===== src/core/power_fault_defs.vh =====
// timing counts, response codes and reset values for the fault protection block
// Operation
// - action delay equals count times scale unit
// - delays reach count 128 at 256 ms
// - code 01 runs for delay, then stops
// - input current uses input voltage unit
// - per fault response, retries, retry delay
// - fault asserts after consecutive detections only
// - comparators carry programmable hardware hysteresis
// - common faults ignore or shut down
// - short circuit trips on one sample
// - zero short circuit threshold disables detection
// - fast overcurrent needs programmed plus one
// - fast overcurrent adds one cycle latency
// - unlock read reports password set; reads zero here once the correct password unlocks
// - correct password clears write protection
// - protected writes refused, status flags invalid
// - changes live in RAM until committed
`ifndef POWER_FAULT_DEFS_VH
`define POWER_FAULT_DEFS_VH
// ==================================================
// clock and time base
`define CLK_HZ 10000000
`define UNIT_BASE_US 1000
`define UNIT_BASE_CYC ((`CLK_HZ / 1000000) * `UNIT_BASE_US)
`define DELAY_CNT_MAX 128
`define UNIT_SEL_MAX 4'h8
// ==================================================
// response codes
`define RESP_IGNORE 2'h0
`define RESP_DELAY 2'h1
`define RESP_SHUT 2'h2
`define RESP_SHUT2 2'h3
`define RETRY_CONT 3'h7
// ==================================================
// security
`define UNLOCK_ACTIVE 48'h000000000001
`define UNLOCK_NONE 48'h000000000000
`endif


===== src/core/fault_channel.v =====
// one supervised fault channel: hysteresis comparator and consecutive counter
`timescale 1ns/1ps
`include "power_fault_defs.vh"
module fault_channel #(
  parameter W = 12,
  parameter CW = 4
) (
  input wire clk,
  input wire rst,
  input wire sample_en,
  input wire [W-1:0] value,
  input wire [W-1:0] limit,
  input wire [W-1:0] hyst,
  input wire over_mode,
  input wire [CW-1:0] need,
  output reg comp_q,
  output reg fault_q
);
  reg [CW:0] cnt_q;
  wire [W:0] lim_x = {1'b0, limit};
  wire [W:0] val_x = {1'b0, value};
  wire [W:0] hys_x = {1'b0, hyst};
  reg comp_d;
  // comparator only releases once the signal is a full hysteresis back inside
  always @* begin
    comp_d = comp_q;
    if (over_mode) begin
      if (val_x > lim_x) comp_d = 1'b1;
      else if (val_x + hys_x <= lim_x) comp_d = 1'b0;
    end else begin
      if (val_x < lim_x) comp_d = 1'b1;
      else if (val_x >= lim_x + hys_x) comp_d = 1'b0;
    end
  end
  // count consecutive out-of-limit samples
  always @(posedge clk or posedge rst) begin
    if (rst) begin
      comp_q <= 1'b0;
      cnt_q <= {(CW+1){1'b0}};
      fault_q <= 1'b0;
    end else if (sample_en) begin
      comp_q <= comp_d;
      if (!comp_d) begin
        cnt_q <= {(CW+1){1'b0}};
        fault_q <= 1'b0;
      end else if (cnt_q < {1'b0, need}) begin
        cnt_q <= cnt_q + 1'b1;
      end else begin
        fault_q <= 1'b1;
      end
    end
  end
endmodule


===== src/core/fault_response.v =====
// response sequencer for one fault: ignore, delay then stop, retries
`timescale 1ns/1ps
`include "power_fault_defs.vh"
module fault_response #(
  parameter DW = 24
) (
  input wire clk,
  input wire rst,
  input wire tick,
  input wire fault,
  input wire [1:0] resp,
  input wire [2:0] retries,
  input wire [7:0] delay_cnt,
  input wire [3:0] unit_sel,
  input wire reenable,
  output reg run_q,
  output reg latched_q
);
  localparam S_RUN = 2'h0;
  localparam S_GRACE = 2'h1;
  localparam S_WAIT = 2'h2;
  localparam S_LATCH = 2'h3;
  reg [1:0] st_q;
  reg [DW-1:0] tmr_q;
  reg [2:0] tries_q;
  // delay in ticks of the base unit; unit select doubles per step, clamped at the 256 unit
  wire [3:0] sel_c = (unit_sel > `UNIT_SEL_MAX) ? `UNIT_SEL_MAX : unit_sel;
  wire [DW-1:0] dly = {{(DW-8){1'b0}}, delay_cnt} << sel_c;
  wire [DW-1:0] dly1 = (dly == {DW{1'b0}}) ? {{(DW-1){1'b0}}, 1'b1} : dly;
  always @(posedge clk or posedge rst) begin
    if (rst) begin
      st_q <= S_RUN;
      tmr_q <= {DW{1'b0}};
      tries_q <= 3'h0;
      run_q <= 1'b1;
      latched_q <= 1'b0;
    end else begin
      case (st_q)
        S_RUN: begin
          run_q <= 1'b1;
          if (fault && resp != `RESP_IGNORE) begin
            tmr_q <= dly1;
            if (resp == `RESP_DELAY) begin
              st_q <= S_GRACE;
            end else begin
              run_q <= 1'b0;
              st_q <= S_WAIT;
            end
          end
        end
        S_GRACE: begin
          if (tick) tmr_q <= tmr_q - 1'b1;
          if (tick && tmr_q == {{(DW-1){1'b0}}, 1'b1}) begin
            run_q <= 1'b0;
            tmr_q <= dly1;
            st_q <= S_WAIT;
          end
        end
        S_WAIT: begin
          if (retries != `RETRY_CONT && tries_q >= retries) begin
            latched_q <= 1'b1;
            st_q <= S_LATCH;
          end else begin
            if (tick) tmr_q <= tmr_q - 1'b1;
            if (tick && tmr_q == {{(DW-1){1'b0}}, 1'b1}) begin
              if (retries != `RETRY_CONT) tries_q <= tries_q + 1'b1;
              run_q <= 1'b1;
              st_q <= S_RUN;
            end
          end
        end
        S_LATCH: begin
          run_q <= 1'b0;
          if (reenable) begin
            latched_q <= 1'b0;
            tries_q <= 3'h0;
            st_q <= S_RUN;
          end
        end
        default: st_q <= S_RUN;
      endcase
    end
  end
endmodule


===== src/core/power_fault_protection.v =====
// fault supervision top: fault channels, short circuit, fast overcurrent, security
`timescale 1ns/1ps
`include "power_fault_defs.vh"
module power_fault_protection #(
  parameter NF = 4,
  parameter W = 12,
  parameter CW = 4,
  parameter NCMD = 16
) (
  input wire clk,
  input wire rst,
  input wire sample_en,
  input wire sw_cycle,
  input wire [NF*W-1:0] fault_value,
  input wire [NF*W-1:0] fault_limit,
  input wire [NF*W-1:0] fault_hyst,
  input wire [NF-1:0] fault_over,
  input wire [NF*CW-1:0] fault_need,
  input wire [NF*2-1:0] fault_resp,
  input wire [NF*3-1:0] fault_retries,
  input wire [NF*8-1:0] fault_delay,
  input wire [NF-1:0] fault_is_iin,
  input wire [NF-1:0] fault_is_vin,
  input wire [3:0] vin_unit_sel,
  input wire [3:0] other_unit_sel,
  input wire [W-1:0] current_sample,
  input wire [W-1:0] short_circuit_threshold,
  input wire [W-1:0] fast_overcurrent_limit,
  input wire [3:0] fast_overcurrent_count,
  input wire [4:0] common_fault_in,
  input wire [4:0] common_shutdown_en,
  input wire reenable,
  input wire cmd_wr,
  input wire [7:0] cmd_idx,
  input wire [47:0] cmd_data,
  input wire [7:0] unlock_idx,
  input wire [7:0] setpw_idx,
  input wire [NCMD-1:0] write_protect_mask,
  input wire commit,
  output reg [47:0] unlock_read_q,
  output reg cmd_accept_q,
  output reg cml_invalid_q,
  output reg [47:0] ram_data_q,
  output reg [7:0] ram_idx_q,
  output reg ram_wr_q,
  output reg otp_commit_q,
  output reg [NF-1:0] fault_flag_q,
  output reg short_circuit_q,
  output reg fast_oc_q,
  output reg converter_on_q,
  output reg [NF-1:0] latched_q
);
  // ================================================
  // millisecond tick from the system clock
  reg [15:0] ms_q;
  reg tick_q;
  always @(posedge clk or posedge rst) begin
    if (rst) begin
      ms_q <= 16'h0000;
      tick_q <= 1'b0;
    end else if (ms_q == `UNIT_BASE_CYC - 1) begin
      ms_q <= 16'h0000;
      tick_q <= 1'b1;
    end else begin
      ms_q <= ms_q + 16'h0001;
      tick_q <= 1'b0;
    end
  end
  // ================================================
  // supervised fault channels
  wire [NF-1:0] ch_fault;
  wire [NF-1:0] ch_run;
  wire [NF-1:0] ch_latch;
  genvar i;
  generate
    for (i = 0; i < NF; i = i + 1) begin : g_ch
      // input current borrows the input voltage scale unit
      wire [3:0] usel = (fault_is_iin[i] | fault_is_vin[i]) ? vin_unit_sel : other_unit_sel;
      fault_channel #(.W(W), .CW(CW)) u_ch (
        .clk(clk),
        .rst(rst),
        .sample_en(sample_en),
        .value(fault_value[i*W +: W]),
        .limit(fault_limit[i*W +: W]),
        .hyst(fault_hyst[i*W +: W]),
        .over_mode(fault_over[i]),
        .need(fault_need[i*CW +: CW]),
        .comp_q(),
        .fault_q(ch_fault[i])
      );
      fault_response u_rsp (
        .clk(clk),
        .rst(rst),
        .tick(tick_q),
        .fault(ch_fault[i]),
        .resp(fault_resp[i*2 +: 2]),
        .retries(fault_retries[i*3 +: 3]),
        .delay_cnt(fault_delay[i*8 +: 8]),
        .unit_sel(usel),
        .reenable(reenable),
        .run_q(ch_run[i]),
        .latched_q(ch_latch[i])
      );
    end
  endgenerate
  // ================================================
  // short circuit: single sample, no counting; zero threshold disables
  // only a fresh sample may trip, a held stale value between samples must not
  wire sc_hit = sample_en && (short_circuit_threshold != {W{1'b0}}) &&
    (current_sample > short_circuit_threshold);
  // ================================================
  // fast overcurrent counted per switching cycle, one extra cycle of latency
  reg [4:0] foc_cnt_q;
  reg foc_reached_q;
  reg foc_over_q;
  // track whether any sample exceeded the fast limit during this switching cycle
  always @(posedge clk or posedge rst) begin
    if (rst) begin
      foc_over_q <= 1'b0;
    end else if (sw_cycle) begin
      foc_over_q <= 1'b0;
    end else if (sample_en && current_sample > fast_overcurrent_limit) begin
      foc_over_q <= 1'b1;
    end
  end
  wire foc_cycle_over = foc_over_q | (sample_en && current_sample > fast_overcurrent_limit);
  always @(posedge clk or posedge rst) begin
    if (rst) begin
      foc_cnt_q <= 5'h00;
      foc_reached_q <= 1'b0;
      fast_oc_q <= 1'b0;
    end else if (sw_cycle) begin
      fast_oc_q <= foc_reached_q;
      if (!foc_cycle_over) begin
        foc_cnt_q <= 5'h00;
        foc_reached_q <= 1'b0;
      end else if (foc_cnt_q < {1'b0, fast_overcurrent_count}) begin
        foc_cnt_q <= foc_cnt_q + 5'h01;
      end else begin
        foc_reached_q <= 1'b1;
      end
    end
  end
  // ================================================
  // common faults and overall converter enable
  wire [4:0] common_now = {common_fault_in[4:2], fast_oc_q, sc_hit | common_fault_in[0]};
  wire common_shut = |(common_now & common_shutdown_en);
  reg common_latch_q;
  always @(posedge clk or posedge rst) begin
    if (rst) begin
      common_latch_q <= 1'b0;
      short_circuit_q <= 1'b0;
      fault_flag_q <= {NF{1'b0}};
      latched_q <= {NF{1'b0}};
      converter_on_q <= 1'b0;
    end else begin
      short_circuit_q <= sc_hit;
      fault_flag_q <= ch_fault;
      latched_q <= ch_latch;
      if (common_shut) common_latch_q <= 1'b1;
      else if (reenable) common_latch_q <= 1'b0;
      converter_on_q <= (&ch_run) & ~common_shut & ~common_latch_q;
    end
  end
  // ================================================
  // password protection of command writes
  reg [47:0] pw_q;
  reg pw_set_q;
  reg secure_q;
  wire [NCMD-1:0] cmd_bit = {{(NCMD-1){1'b0}}, 1'b1} << cmd_idx[3:0];
  wire cmd_protected = (cmd_idx < NCMD) && |(cmd_bit & write_protect_mask);
  always @(posedge clk or posedge rst) begin
    if (rst) begin
      pw_q <= 48'h000000000000;
      pw_set_q <= 1'b0;
      secure_q <= 1'b0;
      cmd_accept_q <= 1'b0;
      cml_invalid_q <= 1'b0;
      ram_wr_q <= 1'b0;
      ram_idx_q <= 8'h00;
      ram_data_q <= 48'h000000000000;
      otp_commit_q <= 1'b0;
      unlock_read_q <= `UNLOCK_NONE;
    end else begin
      cmd_accept_q <= 1'b0;
      cml_invalid_q <= 1'b0;
      ram_wr_q <= 1'b0;
      otp_commit_q <= commit;
      unlock_read_q <= (pw_set_q && secure_q) ? `UNLOCK_ACTIVE : `UNLOCK_NONE;
      if (cmd_wr) begin
        if (cmd_idx == unlock_idx) begin
          if (pw_set_q && cmd_data == pw_q) secure_q <= 1'b0;
          cmd_accept_q <= 1'b1;
        end else if (secure_q && cmd_protected) begin
          cml_invalid_q <= 1'b1;
        end else if (cmd_idx == setpw_idx) begin
          pw_q <= cmd_data;
          pw_set_q <= (cmd_data != 48'h000000000000);
          secure_q <= (cmd_data != 48'h000000000000);
          cmd_accept_q <= 1'b1;
        end else begin
          // accepted writes land in working RAM only
          ram_wr_q <= 1'b1;
          ram_idx_q <= cmd_idx;
          ram_data_q <= cmd_data;
          cmd_accept_q <= 1'b1;
        end
      end
    end
  end
endmodule


===== config.mk =====
export PLATFORM = sky130hd
export DESIGN_NAME = power_fault_protection
export DESIGN_NICKNAME = d
export VERILOG_FILES = /design/src/core/fault_channel.v /design/src/core/fault_response.v /design/src/core/power_fault_protection.v
export VERILOG_INCLUDE_DIRS = /design/src /design/src/core
export SDC_FILE = /design/constraint.sdc
export NUM_CORES = 1
export LEC_CHECK = 0
export ABC_AREA = 1
export BUFFER_PORTS_ARGS = -buffer_cell sky130_fd_sc_hd__buf_2
export CORE_ASPECT_RATIO = 0.7
export CORE_MARGIN = 5
export CORE_UTILIZATION = 53
export DETAILED_ROUTE_END_ITERATION = 8
export GPL_TIMING_DRIVEN = 1
export PLACE_DENSITY = 0.81
export SLEW_MARGIN = 25
export SYNTH_ARGS = -nofsm -noshare
export SYNTH_HDL_FRONTEND = slang
export SYNTH_SLANG_ARGS = --single-unit

===== constraint.sdc =====
create_clock -name clk -period 8.4 [get_ports clk]
set_clock_uncertainty 0.1 [all_clocks]
set_input_delay 0 -clock clk [delete_from_list [all_inputs] [get_ports clk]]
set_output_delay 0 -clock clk [all_outputs]
set_load 0.1 [all_outputs]

==> flow_summary.ini, run 1 <==
[run_status]
status = finished, final reports clean

[placement]
io_buffer_count = 447
place_hpwl_mm = 64.6
gp_congestion = 1.01
post-place-ws_ns = 4.89

[timing]
rsz0062_at_grt = no
drv_slew = 0
fmax_mhz = 248
finalSetupViolations = 0
hold_viol = 0
worst_pin_slew_ns = 0.999
finalWorstSetupSlack_ns = 4.37
period_minus_slack_ns = 4.03
setup_tns_ns = 0
fin_crit_sh_pct = 48.0
maxSlewHeadroom_pct = 33.4

[route]
via_per_inst = 5.47
drt_iter0_drc = 2468
drt-pass1-iter-count = 6
wl_per_cell_um = 15.9
vias = 28900
ant_nets = 0
wl_mm = 83.9
drt_drc_violations_left = 0

[cts]
clk_latency_ns = 0.57
cts_sinks = 299
cts_inserted_buffers = 30
clock_path_buffers = 3
cts_tree = built
clk_pin_slew_ns = 0.06
htreeDepth = 1
post_cts_buffers = 0
cts-root-buf = clkbuf_16

[worst_hold_path]
min_to = g_ch[0].u_ch.fault_q
min-delay-start = fault_need[2]
min_path_cells = 7
hp-class = in -> reg

[worst_setup_path]
arrival_ns = 4.44
path_max_fanout = 4
crit_type = reg -> reg
rrSetupSlack_ns = 4.37
crit_path_start = g_ch[1].u_rsp.tmr_q[9]
start_kind = flip-flop
reg2reg_depth = 12
critPathSlowestCell = dlygate4sd3_1
end_kind = flip-flop
cp.required_ns = 8.81
r2r-start = g_ch[1].u_rsp.tmr_q[9]
cp.buffers_inverters = 3
max_stage_delay_ns = 0.59
worstReg2RegEnd = g_ch[1].u_rsp.st_q[1]
path_cells = nor2_1, nand2_1, nor4_1, nand3_1, nand2_1, o2111ai_1, a31oi_1, dlygate4sd3_1, o31ai_1, dlygate4sd3_1, nand2_1, dlygate4sd3_1
cp_top_family = buffers and inverters

[synth]
synth_cells = 3969
yosysSeqAreaShare_pct = 26.8
ys_types = 67
synth_area_leaders = dfrtp_1 (26%), ha_1 (15%), nand2_1 (11%)
syn_area_um2 = 27900
yosysTopAreaCell = dfrtp_1
synth-seq-cells = 299
ys_top_cells_by_count = nand2_1 (821), inv_1 (589), nor2_1 (348)
synth_ff_type = dfrtp_1
syn_area_per_cell_um2 = 7.03
synth_top_cell_area_share_pct = 26.5
async_reset_ff_share_pct = 100
synth_warnings = 0
yosysMostFrequentCell = nand2_1
synth_edf_count = 0

[pwr]
ir_worst_vdd_mv = 0.195
sw_frac_of_total_pct = 46.0
clockPowerShare_pct = 20.7
power_leakage_uw = 0.0178
pwr_density_cell_nw_per_um2 = 210
p_int_uw = 3770
switching_power_uw = 3210
power_frac_seq_pct = 29.1
comb_power_share_pct = 50.1

[floorplanning]
top_level_ports = 496
dieArea_um2 = 57400
die_x_um = 284
coreArea_um2 = 52100
initial_core_util_pct = 53.5
die_y_um = 202
std_cell_rows = 70

[layout]
drive_above_1_share_pct = 12.9
multi_input_area_um2 = 17600
syn_to_final_growth_pct = 19.5
nets = 5282
register_area_um2 = 7490
num-fill-cells = 4476

[global_route]
gr-usage-all-layers_pct = 27.9
overflow = 0
grt_max_degree = 114
antenna_found_initial = 9
grt_pass1_wl_mm = 136
grt_pass1_vias = 27100

[run]
maxCapViolCount = 0
-- worst reg2reg max path: cells and delay by family (launching register included) --
family / cells / cell delay (ns)
flops: 1 / 0.41
buf+inv: 3 / 1.68
simple gates: 6 / 1.35
compound gates: 3 / 0.44
-- kinds of logic (layout without fill, tap and decap cells) --
group / Yosys count / after routing / synth area share [%]
AND/OR/NAND/NOR: 1721 / 1721 / 27.1
AO/OA/AOI/OAI: 736 / 736 / 14.9
buffers and inverters: 713 / 1286 / 10.6
adder cells (fa/ha/maj): 341 / 341 / 15.5
flip-flops: 299 / 299 / 26.8
XOR/XNOR: 158 / 158 / 4.96
other: 1 / 55 / 0.0134
-- final cells by class --
cell class,instances,area share [%]
multi-input cells,3003,52.9
flip-flops and latches,299,22.5
repair buffers,626,12.1
inverters,604,6.82
clock buffers,44,2.65
well taps,684,2.57
clock inverters,12,0.510
diodes,8,0.0601
-- per-stage QoR --
stage	hold WS (ns)	cells	power (uW)	cell area [um^2]	util (%)
5_1_grt	0.0495	5278	7550	33300	64.0
4_1_cts	0.00583	5272	6950	33300	63.9
3_3_place_gp	0.00770	5042	5240	30500	58.5
2_1_floorplan	-0.0686	4015	4570	28100	-
3_5_place_dp	0.0106	5042	5340	30500	58.5
6_report	0.0249	5280	6990	33300	64.0
-- power groups by stage --
stage,clock network [uW],registers [uW],logic [uW]
after CTS,1480,2030,3450
after global routing,1540,2080,3940
final,1450,2040,3500
after floorplan,0,2310,2270
after detailed placement,0,2050,3290
after global placement,0,2040,3200
-- layout by cell type, fill, tap and decap left out, drive strengths merged, types with 4 or more instances in the layout --
cell type and n:
bufinv 4, o21a 8, or2 20, nor2 362, o22ai 20, inv 603, diode 8, dfstp 4
a21boi 5, clkbuf 44, o211ai 26, o21ai 301, dfrtp 295, nor3b 7, nand2 835, ha 333
nand3b 18, nor3 68, a41oi 4, a31oi 13, xor2 118, nor4 41, clkinv 8, a211oi 13
a21o 8, buf 452, nand3 266, o21bai 8, a22oi 16, a21oi 271, nand4 99, o2111ai 10
fa 8, xnor2 40, a221oi 7, o221ai 10, conb 47, dlygate4sd3 174
-- registers in the layout, summed over array words and instances (netlist names), 5 cells and up --
name                flops
foc_cnt_q               5
g_ch.u_ch.cnt_q        20
g_ch.u_rsp.st_q         8
g_ch.u_rsp.tmr_q       96
g_ch.u_rsp.tries_q     12
ms_q                   16
pw_q                   48
ram_data_q             48
ram_idx_q               8
-- what timing repair did --
action	in CTS	in global routing
hold endpoints to repair	305	0
hold buffers	174	0
resized for setup	0	0
-- how the worst max path moves through the flow --
stage | endpoint | cells past startpoint
after floorplan | cmd_accept_q | 1
after detailed placement | g_ch[1].u_ch.cnt_q[4] | 25
after global routing | g_ch[1].u_rsp.st_q[1] | 12
after global placement | g_ch[1].u_ch.cnt_q[3] | 25
final | g_ch[1].u_rsp.st_q[1] | 12
after CTS | g_ch[1].u_rsp.st_q[1] | 12
-- routing by layer --
layer / share of wire [%] / vias to the layer above / track usage (%) / wire length, um
met3: 7.2 / 181 / 4.80 / 6080
li1: - / 14300 / - / -
met2: 44 / 1111 / 44.5 / 37200
met1: 46 / 13300 / 39.5 / 38500
met4: 2.7 / 2 / 6.94 / 2240
met5: 0.0083 / - / 0 / 7
Power figures use the tool's default switching activity.
==> inputs of run 2 (changes only) <==
Settings changed: CORE_UTILIZATION 53 to 58, PLACE_DENSITY 0.81 to 0.84.
Clock period 8.4 ns to 4.2 ns, I/O delays scaled along.
==> run 2 against run 1 <==
Combinational power increased by 100%. First-iteration DRC count rose by 12%. Via count up 2.2%. Utilization grew 5.6 points. Flip-flop and latch count is the same. Worst setup slack worse by 4.2 ns. Worst hold slack better by 0.0098 ns. Design area is 0.47% lower. Global-route usage rose by 3.6 points. Clock-buffer cell count fell by 1. Maximum frequency rose by 0.89%. Sequential share of layout area up 0.10 points.
==> flow_summary.ini, run 2 (synthesis results as in run 1) <==
[cts]
cts-root-buf = clkbuf_16
post_cts_buffers = 0
cts_tree = built
clk_latency_ns = 0.57
clk_pin_slew_ns = 0.07
htreeDepth = 1
clock_path_buffers = 3
cts_inserted_buffers = 30
cts_sinks = 299
cts_resized = 0
hold_buffers = 165

[worst_setup_path]
critPathSlowestCell = dlygate4sd3_1
worstReg2RegEnd = g_ch[1].u_rsp.st_q[1]
max_stage_delay_ns = 0.59
path_cells = nor2_1, nand2_1, nor4_1, nand3_1, nand2_1, o2111ai_1, a31oi_1, dlygate4sd3_1, o31ai_1, dlygate4sd3_1, nand2_1, dlygate4sd3_1
r2r-start = g_ch[1].u_rsp.tmr_q[9]
cp.required_ns = 4.59
rrSetupSlack_ns = 0.21
arrival_ns = 4.39
end_kind = flip-flop
crit_type = reg -> reg
path_max_fanout = 4
start_kind = flip-flop
reg2reg_depth = 12

[floorplanning]
initial_core_util_pct = 58.5
top_level_ports = 496
die_x_um = 272
die_y_um = 193
dieArea_um2 = 52600
coreArea_um2 = 47700
std_cell_rows = 67

[run_status]
status = finished, final reports clean

[route]
drt_drc_violations_left = 0
via_per_inst = 5.67
drt-pass1-iter-count = 6
drt_iter0_drc = 2758
wl_per_cell_um = 16.7
wl_mm = 86.9
ant_nets = 0
vias = 29500

[pwr]
clockPowerShare_pct = 20.3
ir_worst_vdd_mv = 0.350
power_leakage_uw = 0.0178
comb_power_share_pct = 50.4
pwr_density_cell_nw_per_um2 = 420
p_int_uw = 7420
switching_power_uw = 6520
p_total_uw = 13900
power_frac_seq_pct = 29.3
sw_frac_of_total_pct = 46.8

[placement]
gp_congestion = 0.999
place_hpwl_mm = 65.2
io_buffer_count = 447
dp.cells = 4985

[layout]
multi_input_area_um2 = 17600
num-fill-cells = 3854
top_register = g_ch.u_rsp.tmr_q
largest_register_ffs = 96
final_cell_mix = nand2_1 (820), inv_1 (588), buf_2 (447)
final_common_cell = nand2_1
reg_top3 = g_ch.u_rsp.tmr_q x96, pw_q x48, ram_data_q x48
nets = 5279
drive_above_1_share_pct = 13.0
syn_to_final_growth_pct = 19.0
stdcell_count = 5212
register_area_um2 = 7490

[global_route]
gr-usage-all-layers_pct = 31.4
overflow = 0
grt_pass1_wl_mm = 141
grt_max_degree = 105
antenna_found_initial = 5
grt_pass1_vias = 28000

[timing]
drv_slew = 0
fin_crit_sh_pct = 95.1
worst_pin_slew_ns = 0.896
period_minus_slack_ns = 3.99
rsz0062_at_grt = no
fmax_mhz = 250
finalSetupViolations = 0
hold_viol = 0
setup_tns_ns = 0
maxSlewHeadroom_pct = 40.1

[worst_hold_path]
min_path_cells = 7
min-delay-start = fault_need[2]
hp-class = in -> reg
min_to = g_ch[0].u_ch.fault_q

[run]
maxCapViolCount = 0
## run 2: cell count changes in the layout (fill, tap and decap cells not counted), moves of 2 or more
cell / before / now
dlygate4sd3_1: 174 / 165
bufinv_16: 4 / 2
buf_12: 0 / 2
buf_4: 4 / 9
diode_2: 8 / 6
inv_6: 1 / 3
## run 2: worst max path at each step
stage                                 from               endpoint  cells after the start  slack [ns]
floorplan                              rst           cmd_accept_q                      1        0.13
global placement           fault_limit[12]   g_ch[1].u_ch.fault_q                     25        0.84
detailed placement         fault_limit[36]  g_ch[3].u_ch.cnt_q[4]                     25        0.76
CTS                 g_ch[1].u_rsp.tmr_q[9]  g_ch[1].u_rsp.st_q[1]                     12        0.28
global route        g_ch[1].u_rsp.tmr_q[9]  g_ch[1].u_rsp.st_q[1]                     12        0.02
finish              g_ch[1].u_rsp.tmr_q[9]  g_ch[1].u_rsp.st_q[1]                     12        0.21
## run 2: final cells by class
type	count	area share (%)
clock buffer	43	2.65
inverter	604	6.84
clock inverter	13	0.407
sequential	299	22.6
timing repair buffer	623	12.0
tap	621	2.34
multi-input combinational	3003	53.1
antenna	6	0.0453
## run 2: power groups by stage
stage | registers, uW | clock network (uW) | logic (uW)
after global routing | 4160 | 2980 | 7860
after floorplan | 4620 | 0 | 4530
after CTS | 4050 | 2830 | 6900
after detailed placement | 4100 | 0 | 6630
after global placement | 4080 | 0 | 6440
final | 4080 | 2830 | 7020
## run 2: worst max-delay path, delay by kind of cell, from the launching register on
| kind | cells | cell delay (ns) |
|---|---|---|
| compound gates | 3 | 0.42 |
| simple gates | 6 | 1.29 |
| buf+inv | 3 | 1.69 |
| flops | 1 | 0.42 |
## run 2: metrics by stage
stage	area [um^2]	hold slack, ns	utilization (%)	setup WS [ns]
detailed placement	30500	-0.0243	63.9	0.763
floorplan	28100	-0.0686	-	0.130
global placement	30500	-0.0249	63.9	0.838
global route	33200	0.0746	69.5	0.0186
CTS	33200	0.00508	69.5	0.283
finish	33200	0.0347	69.6	0.205
## run 2: metal layers
layer  vias to the layer above  wire length (um)  global-route usage [%]
met5                         -                27                       0
met4                         4              3280                    10.7
met3                       253              7330                    5.15
met2                      1422             38100                    49.2
met1                     13500             38200                    44.5
li1                      14300                 -                       -
